--- src/common/mbs_pkg.sv ---
// Constants and carrier types of the message buffer search engine
// Behaviour
// - Owner code 000 means unassigned buffers, 001 module one, 010 module two.
// - Only buffers owned by the selected module take part in the search.
// - Start index sits in bits 5..0; software writes 0 to 31.
// - Scan runs from start index up to the highest buffer; lower ones ignored.
// - With several matches the lowest matching buffer number is reported.
// - Writing the start register launches a search; result then shows its outcome.
// - Result register is read-only, 16 bits wide; only a start-register write at its offset changes it.
// - Bits 9..8 give hits: x0 none, 01 exactly one, 11 several.
// - Bits 5..0 hold the found buffer number, 0 to 31.
// - Several matches set the multi flag yet still report the lowest number.
// - Start register is write-only, same offset as result, 16-bit writes.
// - Start bit 15 set lets only buffers without the standard-identifier flag match.
// - Start bit 11 set lets only buffers with new data flag match.
`default_nettype none

package mbs_pkg;

	// ==========================================================
	// Bus and map
	localparam int unsigned         MBS_ADDR_W       = 16;
	localparam int unsigned         MBS_DATA_W       = 16;
	localparam logic [15:0]         MBS_SEARCH_OFS   = 16'h041a;
	localparam int unsigned         MBS_NUM_BUF      = 32;

	// ==========================================================
	// Start register fields
	localparam int unsigned         MBS_START_LSB    = 0;
	localparam int unsigned         MBS_OWNER_LSB    = 8;
	localparam int unsigned         MBS_CHK_NEW_BIT  = 11;
	localparam int unsigned         MBS_CHK_STD_BIT  = 15;

	// ==========================================================
	// Result register fields
	localparam int unsigned         MBS_FOUND_LSB    = 0;
	localparam int unsigned         MBS_ANY_BIT      = 8;
	localparam int unsigned         MBS_MULTI_BIT    = 9;
	localparam logic [15:0]         MBS_RESULT_RST   = 16'h0000;

	// ==========================================================
	// Owner codes
	localparam logic [2:0]          MBS_OWN_NONE     = 3'h0;
	localparam logic [2:0]          MBS_OWN_MOD1     = 3'h1;
	localparam logic [2:0]          MBS_OWN_MOD2     = 3'h2;

	typedef struct packed {
		logic [2:0] owner;
		logic       std_id;
		logic       new_data_flag;
	} mbs_buf_t;

	typedef struct packed {
		logic       multi_hit;
		logic       any_hit;
		logic [5:0] found_index;
	} mbs_result_t;

endpackage

`default_nettype wire

--- src/core/mbs_search.sv ---
// Message buffer search engine with its register port
`default_nettype none

module mbs_search
	import mbs_pkg::*;
#(
	parameter int unsigned NUM_BUF = MBS_NUM_BUF
) (
	input  wire logic                  clk_sys,
	input  wire logic                  sys_rst,
	input  wire logic [MBS_ADDR_W-1:0] reg_addr,
	input  wire logic [MBS_DATA_W-1:0] reg_wdata,
	input  wire logic                  reg_wr,
	input  wire logic                  reg_rd,
	output logic      [MBS_DATA_W-1:0] reg_rdata,
	input  wire mbs_buf_t [NUM_BUF-1:0] buf_stat
);

	// ==========================================================
	// Helpers
	function automatic logic owner_valid(input logic [2:0] sel);
		owner_valid = (sel == MBS_OWN_NONE) || (sel == MBS_OWN_MOD1) ||
			(sel == MBS_OWN_MOD2);
	endfunction

	function automatic logic buf_match(input mbs_buf_t b, input logic [15:0] crit);
		logic [2:0] sel;
		sel = crit[MBS_OWNER_LSB +: 3];
		buf_match = owner_valid(sel) && (b.owner == sel) &&
			(!crit[MBS_CHK_STD_BIT] || !b.std_id) &&
			(!crit[MBS_CHK_NEW_BIT] || b.new_data_flag);
	endfunction

	function automatic logic [NUM_BUF-1:0] low_mask(input logic [5:0] idx);
		logic [NUM_BUF-1:0] m;
		m = '0;
		for (int i = 0; i < NUM_BUF; i++) begin
			if (i < int'(idx)) begin
				m[i] = 1'b1;
			end
		end
		low_mask = m;
	endfunction

	// ==========================================================
	// Search decode
	logic                sel_search;
	logic                wr_search;
	logic [NUM_BUF-1:0]  hit_vec;
	mbs_result_t         res_calc;
	logic [5:0]          start_idx;

	assign sel_search = (reg_addr == MBS_SEARCH_OFS);
	assign wr_search  = reg_wr && sel_search;
	assign start_idx  = reg_wdata[MBS_START_LSB +: 6];

	// Whole scan in one cycle: no busy state for software to poll
	always_comb begin
		int unsigned n;
		n        = 0;
		hit_vec  = '0;
		res_calc = '0;
		for (int i = 0; i < NUM_BUF; i++) begin
			hit_vec[i] = (i >= int'(start_idx)) && buf_match(buf_stat[i], reg_wdata);
		end
		for (int i = NUM_BUF - 1; i >= 0; i--) begin
			if (hit_vec[i]) begin
				res_calc.found_index = 6'(i);
			end
		end
		for (int i = 0; i < NUM_BUF; i++) begin
			if (hit_vec[i]) begin
				n = n + 1;
			end
		end
		res_calc.any_hit   = (n != 0);
		res_calc.multi_hit = (n > 1);
	end

	// ==========================================================
	// Result and read data
	mbs_result_t         result_q;
	mbs_result_t         result_d;
	logic [15:0]         rdata_q;
	logic [15:0]         rdata_d;

	always_comb begin
		result_d = result_q;
		if (wr_search) begin
			result_d = res_calc;
		end
	end

	// Bits 7 and 6 and unmapped reads return zero
	always_comb begin
		rdata_d = '0;
		if (reg_rd && sel_search) begin
			rdata_d[MBS_FOUND_LSB +: 6] = result_q.found_index;
			rdata_d[MBS_ANY_BIT]        = result_q.any_hit;
			rdata_d[MBS_MULTI_BIT]      = result_q.multi_hit;
		end
	end

	// Hit vector of the last cycle, kept only for the checks below
	logic [NUM_BUF-1:0]  hit_prev_q;

	always_ff @(posedge clk_sys or posedge sys_rst) begin
		if (sys_rst) begin
			result_q.multi_hit   <= MBS_RESULT_RST[MBS_MULTI_BIT];
			result_q.any_hit     <= MBS_RESULT_RST[MBS_ANY_BIT];
			result_q.found_index <= MBS_RESULT_RST[MBS_FOUND_LSB +: 6];
			rdata_q              <= '0;
			hit_prev_q           <= '0;
		end else begin
			result_q   <= result_d;
			rdata_q    <= rdata_d;
			hit_prev_q <= hit_vec;
		end
	end

	assign reg_rdata = rdata_q;

	// ==========================================================
	// Checks
	hit_code_legal_a: assert property (@(posedge clk_sys) disable iff (sys_rst)
		!(result_q.multi_hit && !result_q.any_hit))
		else $error("multi flag without any-hit flag");

	found_range_a: assert property (@(posedge clk_sys) disable iff (sys_rst)
		int'(result_q.found_index) < int'(NUM_BUF))
		else $error("found index out of range");

	rd_latency_a: assert property (@(posedge clk_sys) disable iff (sys_rst)
		(reg_rd && sel_search) |=> (reg_rdata == {6'h00, result_q.multi_hit,
			result_q.any_hit, 2'b00, result_q.found_index}))
		else $error("result read data wrong");

	start_bound_a: assert property (@(posedge clk_sys) disable iff (sys_rst)
		wr_search |=> (!result_q.any_hit ||
			result_q.found_index >= $past(reg_wdata[5:0])))
		else $error("hit below start index");

	found_match_a: assert property (@(posedge clk_sys) disable iff (sys_rst)
		wr_search |=> (!result_q.any_hit ||
			hit_prev_q[result_q.found_index[4:0]]))
		else $error("reported buffer does not match");

	bad_owner_a: assert property (@(posedge clk_sys) disable iff (sys_rst)
		(wr_search && !owner_valid(reg_wdata[10:8])) |=> !result_q.any_hit)
		else $error("invalid owner code produced a hit");

	hold_result_a: assert property (@(posedge clk_sys) disable iff (sys_rst)
		!wr_search |=> $stable(result_q))
		else $error("result changed without a search");

	lowest_hit_a: assert property (@(posedge clk_sys) disable iff (sys_rst)
		wr_search |=> (($past(hit_vec) & low_mask(result_q.found_index)) == '0))
		else $error("lower matching buffer skipped");

	multi_flag_a: assert property (@(posedge clk_sys) disable iff (sys_rst)
		wr_search |=> (result_q.multi_hit == ($countones($past(hit_vec)) > 1)))
		else $error("multi flag disagrees with hit count");

	search_done_a: assert property (@(posedge clk_sys) disable iff (sys_rst)
		wr_search ##1 (reg_rd && sel_search) |=> reg_rdata[8] == ($past(hit_vec, 2) != '0))
		else $error("read returned stale result");

endmodule

`default_nettype wire

--- config.mk ---
export PLATFORM = sky130hd
export DESIGN_NAME = mbs_search
export DESIGN_NICKNAME = d
export VERILOG_FILES = /design/src/common/mbs_pkg.sv /design/src/core/mbs_search.sv
export SDC_FILE = /design/constraint.sdc
export NUM_CORES = 1
export LEC_CHECK = 0
export BUFFER_PORTS_ARGS = -buffer_cell sky130_fd_sc_hd__clkbuf_2
export CAP_MARGIN = 20
export CELL_PAD_IN_SITES_DETAIL_PLACEMENT = 2
export CELL_PAD_IN_SITES_GLOBAL_PLACEMENT = 2
export CORE_ASPECT_RATIO = 2
export CORE_UTILIZATION = 33
export DETAILED_ROUTE_END_ITERATION = 8
export PLACE_DENSITY = 0.92
export SLEW_MARGIN = 10
export SYNTH_ARGS = -nofsm -noshare
export SYNTH_HDL_FRONTEND = slang
export SYNTH_SLANG_ARGS = --single-unit
--- constraint.sdc ---
create_clock -name clk_sys -period 1 [get_ports clk_sys]
set_input_delay 0.05 -clock clk_sys [delete_from_list [all_inputs] [get_ports clk_sys]]
set_output_delay 0.05 -clock clk_sys [all_outputs]
set_load 0.01 [all_outputs]
==> results.py, run 1 <==
metrics = {
    "synthesis": {
        "netlist_area_mm2": 0.00825,
        "synth_area_leaders": "xnor2_1 (9.7%), xor2_1 (8.3%), nand2_1 (5.8%), xnor3_1 (4.9%), ha_1 (4.7%)",
        "async_flop_share_pct": 100,
        "synth_edf_count": 0,
        "postSynthAreaPerCell_um2": 7.19,
        "postSynthCellCount": 1147,
        "synth_flop_cell": "dfrtp_1",
        "synth_top_area_share_pct": 9.66,
        "yosysTopAreaCell": "xnor2_1",
        "ys_types": 99,
        "synth-seq-cells": 14,
        "yosysWarningCount": 0,
        "seq_area_frac_synth_pct": 4.25,
    },
    "placement": {
        "gp_congestion": 1.01,
        "portBuffers": 197,
        "post-dp-hpwl_mm": 63.1,
    },
    "run_status": {
        "lastStage": "detailed placement",
        "tool.error": "[ERROR DPL-0033] detailed placement checks failed during check placement.",
        "status": "stopped before the end",
    },
    "die": {
        "dieWidth_um": 114,
        "fp-row-count": 81,
        "ios": 212,
        "die_h_um": 226,
        "start_util_pct": 33.6,
    },
}
[Yosys cell counts, drive strengths merged (5+ instances only)]
master	instances
a2111oi	10
a211oi	11
a21boi	7
a21o	8
a21oi	59
a221oi	11
a22oi	6
a31oi	13
a41oi	6
and2	13
and3	20
buf	21
clkbuf	27
dfrtp	14
ha	31
inv	55
mux2	10
mux2i	13
nand2	129
nand2b	12
nand3	33
nand3b	8
nand4	26
nor2	103
nor2b	11
nor3	45
nor3b	9
nor4	19
o211ai	13
o21a	10
o21ai	50
o22ai	14
o31ai	10
o32ai	5
or2	18
or3	11
or4	14
xnor2	108
xnor3	19
xor2	80
[cells by family after synthesis]
logic type	synth area share, %
muxes	3.09
xor gates and xnor gates	28.2
DFF	4.25
AOI/OAI and AO/OA	24.1
other	0.0455
adders and majority gates	4.94
and+or+nand+nor	30.1
buffers and inverters	5.34
[per-stage QoR]
step              hold WS (ps)  area, um2  cells  setup TNS (ps)
floorplan                -60.8       8850   1155          -42590
global placement          84.9      13500   2112          -45290
==> inputs of run 2 (changes only) <==
- CELL_PAD_IN_SITES_DETAIL_PLACEMENT: 2 -> not set
- CELL_PAD_IN_SITES_GLOBAL_PLACEMENT: 2 -> not set
- CORE_ASPECT_RATIO: 2 -> not set
- CORE_UTILIZATION: 33 -> 40
- PLACE_DENSITY: 0.92 -> not set
- PLACE_DENSITY_LB_ADDON: not set -> 0.15
==> results.py, run 2 <==
metrics = {
    "global_route": {
        "track_usage_pct": 31.7,
        "grt_pass1_wl_mm": 55.2,
        "grt-ovfl-total": 0,
        "grt_max_degree": 26,
        "antenna_found_initial": 0,
        "grt_pass1_vias": 11200,
    },
    "clock_tree": {
        "cts_buffer_depth": 2,
        "clock_sinks": 14,
        "cts.clk_slew.worst_paths_ps": 50,
        "cts_root_buf": "clkbuf_16",
        "numCtsBuffers": 3,
        "cts_tree": "done",
        "htree_levels": 1,
        "clock_latency_ps": 250,
    },
    "placement": {
        "post-place-ws_ps": -17980,
        "post-dp-hpwl_mm": 27.8,
        "placed_cell_area_mm2": 0.0132,
        "portBuffers": 197,
        "gp_congestion": 0.925,
        "dp.cells": 2024,
    },
    "finish": {
        "fin_area_mm2": 0.0146,
        "layout_common_cells": "buf_4 (531), clkbuf_2 (194), nand2_1 (117)",
        "layout.nets": 2088,
        "area_growth_pct": 76.7,
        "drive_gt1_share_pct": 49.9,
        "mostFrequentLayoutCell": "buf_4",
        "fin_cells": 2130,
        "n_antenna_cell": 0,
        "utilization_pct": 72.1,
    },
    "sta": {
        "slew_headroom_pct": 50.5,
        "fin_crit_sh_pct": 1860,
        "skew_ps": 0.446,
        "worst_slack_ps": -17600,
        "worst_pin_slew_ps": 739,
        "report.final.slew_viol_count": 0,
        "finalCriticalPeriod_ps": 18600,
        "rsz0062_at_grt": "yes",
        "setup_violations": 7,
        "hold_viol_final": 0,
        "fmax_mhz": 53.8,
    },
    "detailed_routing": {
        "wl_per_cell_um": 16.6,
        "vias": 11600,
        "drt_pass1_iterations": 5,
        "drt_iter0_drc": 701,
        "ant_nets": 0,
        "drc": 0,
        "finalWirelength_mm": 35.3,
        "viasPerCell": 5.44,
    },
    "pwr": {
        "power_density_mw_per_mm2": 282,
        "finalPower_mw": 4.11,
        "ir_worst_vdd_mv": 0.748,
        "power_leakage_nw": 7.04,
    },
    "synthesis": {
        "yosysMostFrequentCell": "nand2_1",
        "ys_types": 99,
        "postSynthCellCount": 1147,
        "async_flop_share_pct": 100,
        "synth_edf_count": 0,
        "seq_area_frac_synth_pct": 4.25,
        "synth_top_area_share_pct": 9.66,
        "yosysTopAreaCell": "xnor2_1",
        "postSynthAreaPerCell_um2": 7.19,
        "ys_top_cells_by_count": "nand2_1 (128), nor2_1 (101), xnor2_1 (91)",
        "synth_flop_cell": "dfrtp_1",
        "netlist_area_mm2": 0.00825,
        "yosysWarningCount": 0,
        "synth-seq-cells": 14,
        "synth_area_leaders": "xnor2_1 (9.7%), xor2_1 (8.3%), nand2_1 (5.8%), xnor3_1 (4.9%), ha_1 (4.7%)",
    },
    "worst_setup_path": {
        "path_buf_inv": 24,
        "cpMostUsedCell": "ha_4",
        "crit_fanout": 4,
        "start_kind": "input port",
        "crit_arrival_ps": 18730,
        "cp_top_family": "adder cells",
        "reg2reg_slack_ps": 270,
        "critical_path.endpoint_type": "flip-flop",
        "cpPeakStageDelay_ps": 520,
        "worstReg2RegEnd": "result_q[2]",
        "rr_worst_depth": 1,
        "reg2reg_from": "result_q[2]",
        "slowest_stage": "or4_4",
        "critPathKind": "input port to flip-flop",
        "cp_data_required_time_ps": 1130,
    },
    "hold_path": {
        "hold_path_end": "reg_rdata[1]",
        "whs_path_depth": 2,
        "worstHoldStart": "reg_rd",
        "min_path_type": "input port to flip-flop",
    },
    "run_status": {
        "status": "finished with violations",
        "violations": "setup timing",
    },
    "die": {
        "die_h_um": 146,
        "ios": 212,
        "core_mm2": 0.0202,
        "dieWidth_um": 146,
        "fp-row-count": 52,
        "start_util_pct": 40.8,
        "die_area_mm2": 0.0212,
    },
    "run": {
        "maxCapViolations": 0,
    },
}
run 2: cell counts after synthesis:
No cell type changed its count.
run 2: worst max path at each step:
stage,depth (start not counted),end,from
3_3_place_gp,105,result_q[6],reg_wdata[10]
4_1_cts,105,result_q[6],reg_wdata[10]
6_report,109,result_q[7],reg_wdata[9]
2_1_floorplan,111,result_q[6],reg_wdata[8]
5_1_grt,109,result_q[7],reg_wdata[9]
3_5_place_dp,106,result_q[6],reg_wdata[10]
run 2: timing repair:
item                                   in CTS  in global routing
pin swaps                                  38                 49
gates resized for setup                    41                 66
buffers inserted                           75                 27
setup endpoints to repair                   7                  7
endpoints found under the hold margin      14                  0
hold buffers                                1                  0
gates cloned                                1                  1
run 2: stage by stage:
step	TNS [ps]	hold slack, ps
global placement	-45860	96.7
finish	-46670	141
floorplan	-42590	-60.8
global route	-48760	152
CTS	-42970	139
detailed placement	-47380	108
run 2: area by class of cell:
class                   count  area, um2
well taps                 270        338
repair buffers            749       5310
inverters                  55        211
multi-input cells        1038       8280
fillers                  1549       5660
flip-flops and latches     14        350
clock buffers               4       88.8
run 2: cells by family after synthesis:
family                   after synthesis  share of synthesized area, %
AND/OR/NAND/NOR                      485                          30.1
AO/OA/AOI/OAI                        277                          24.1
XOR/XNOR                             211                          28.2
buffers and inverters                103                          5.34
adder cells (fa/ha/maj)               33                          4.94
multiplexers                          23                          3.09
flip-flops                            14                          4.25
other                                  1                        0.0455
run 2: routing by layer:
layer / GRT usage [%] / up-vias / wire (um)
met3: 3.17 / 80 / 2110
met2: 57.3 / 465 / 17300
met4: 9.32 / 0 / 1220
met1: 39.7 / 5420 / 14700
met5: 0 / - / 0
li1: - / 5617 / -
run 2: power breakdown:
part	internal [mW]	switching (mW)
clock	0.608	0.262
combinational	1.36	1.32
sequential	0.568	0.0000877
total	2.54	1.58
(Power assumes the default switching activity.)
==> inputs of run 3 (changes only) <==
- CORE_UTILIZATION: 40 -> 55
==> results.py, run 3 <==
metrics = {
    "run_status": {
        "status": "stopped before the end",
        "lastStage": "global routing",
        "tool.error": "[ERROR GRT-0116] Global routing finished with congestion. Check the congestion regions in the DRC Viewer.",
    },
    "placement": {
        "portBuffers": 197,
        "placed_cell_area_mm2": 0.0130,
        "post-place-ws_ps": -18290,
        "post-dp-hpwl_mm": 29.7,
        "gp_congestion": 0.948,
    },
    "clock_tree": {
        "clock_sinks": 14,
        "cts_buffer_depth": 2,
        "cts_root_buf": "clkbuf_16",
        "numCtsBuffers": 3,
        "htree_levels": 1,
    },
    "synthesis": {
        "ys_types": 99,
        "yosysWarningCount": 0,
        "netlist_area_mm2": 0.00825,
        "seq_area_frac_synth_pct": 4.25,
        "yosysMostFrequentCell": "nand2_1",
        "postSynthAreaPerCell_um2": 7.19,
        "synth_flop_cell": "dfrtp_1",
        "yosysTopAreaCell": "xnor2_1",
        "postSynthCellCount": 1147,
        "synth-seq-cells": 14,
        "synth_top_area_share_pct": 9.66,
        "async_flop_share_pct": 100,
        "synth_edf_count": 0,
        "ys_top_cells_by_count": "nand2_1 (128), nor2_1 (101), xnor2_1 (91)",
        "synth_area_leaders": "xnor2_1 (9.7%), xor2_1 (8.3%), nand2_1 (5.8%), xnor3_1 (4.9%), ha_1 (4.7%)",
    },
    "die": {
        "die_h_um": 124,
        "ios": 212,
        "dieWidth_um": 124,
        "fp-row-count": 44,
        "start_util_pct": 56.6,
    },
    "global_route": {
        "track_usage_pct": 80.1,
        "grt-ovfl-total": 110,
        "grt_pass1_vias": 16300,
        "grt_max_degree": 23,
        "grt_pass1_wl_mm": 97.3,
    },
}
[run 3: timing repair]
| action | CTS |
|---|---|
| hold endpoints to repair | 14 |
| hold buffers | 1 |
| pin swaps | 39 |
| gates cloned | 1 |
| buffers inserted | 44 |
| endpoints found under the setup margin | 7 |
| resized for setup | 57 |
[run 3: per-stage QoR]
step | std cells | hold WS (ps) | util (%) | setup TNS, ps
CTS | 1966 | 115 | 93.5 | -44740
global placement | 1917 | 33.7 | 88.8 | -45360
detailed placement | 1917 | 56.4 | 88.8 | -48360
floorplan | 1155 | -60.8 | - | -42590
[run 3: kinds of logic after synthesis]
family,count (synthesis),synth area share (%)
XOR/XNOR,211,28.2
adder cells (fa/ha/maj),33,4.94
buffers and inverters,103,5.34
flip-flops,14,4.25
other,1,0.0455
AO/OA/AOI/OAI,277,24.1
multiplexers,23,3.09
AND/OR/NAND/NOR,485,30.1
[run 3: routing by layer]
metal / track usage, % / overflow
met5: 16.0 / 0
met4: 87.0 / 47
met3: 64.6 / 2
met2: 98.3 / 60
met1: 77.5 / 1
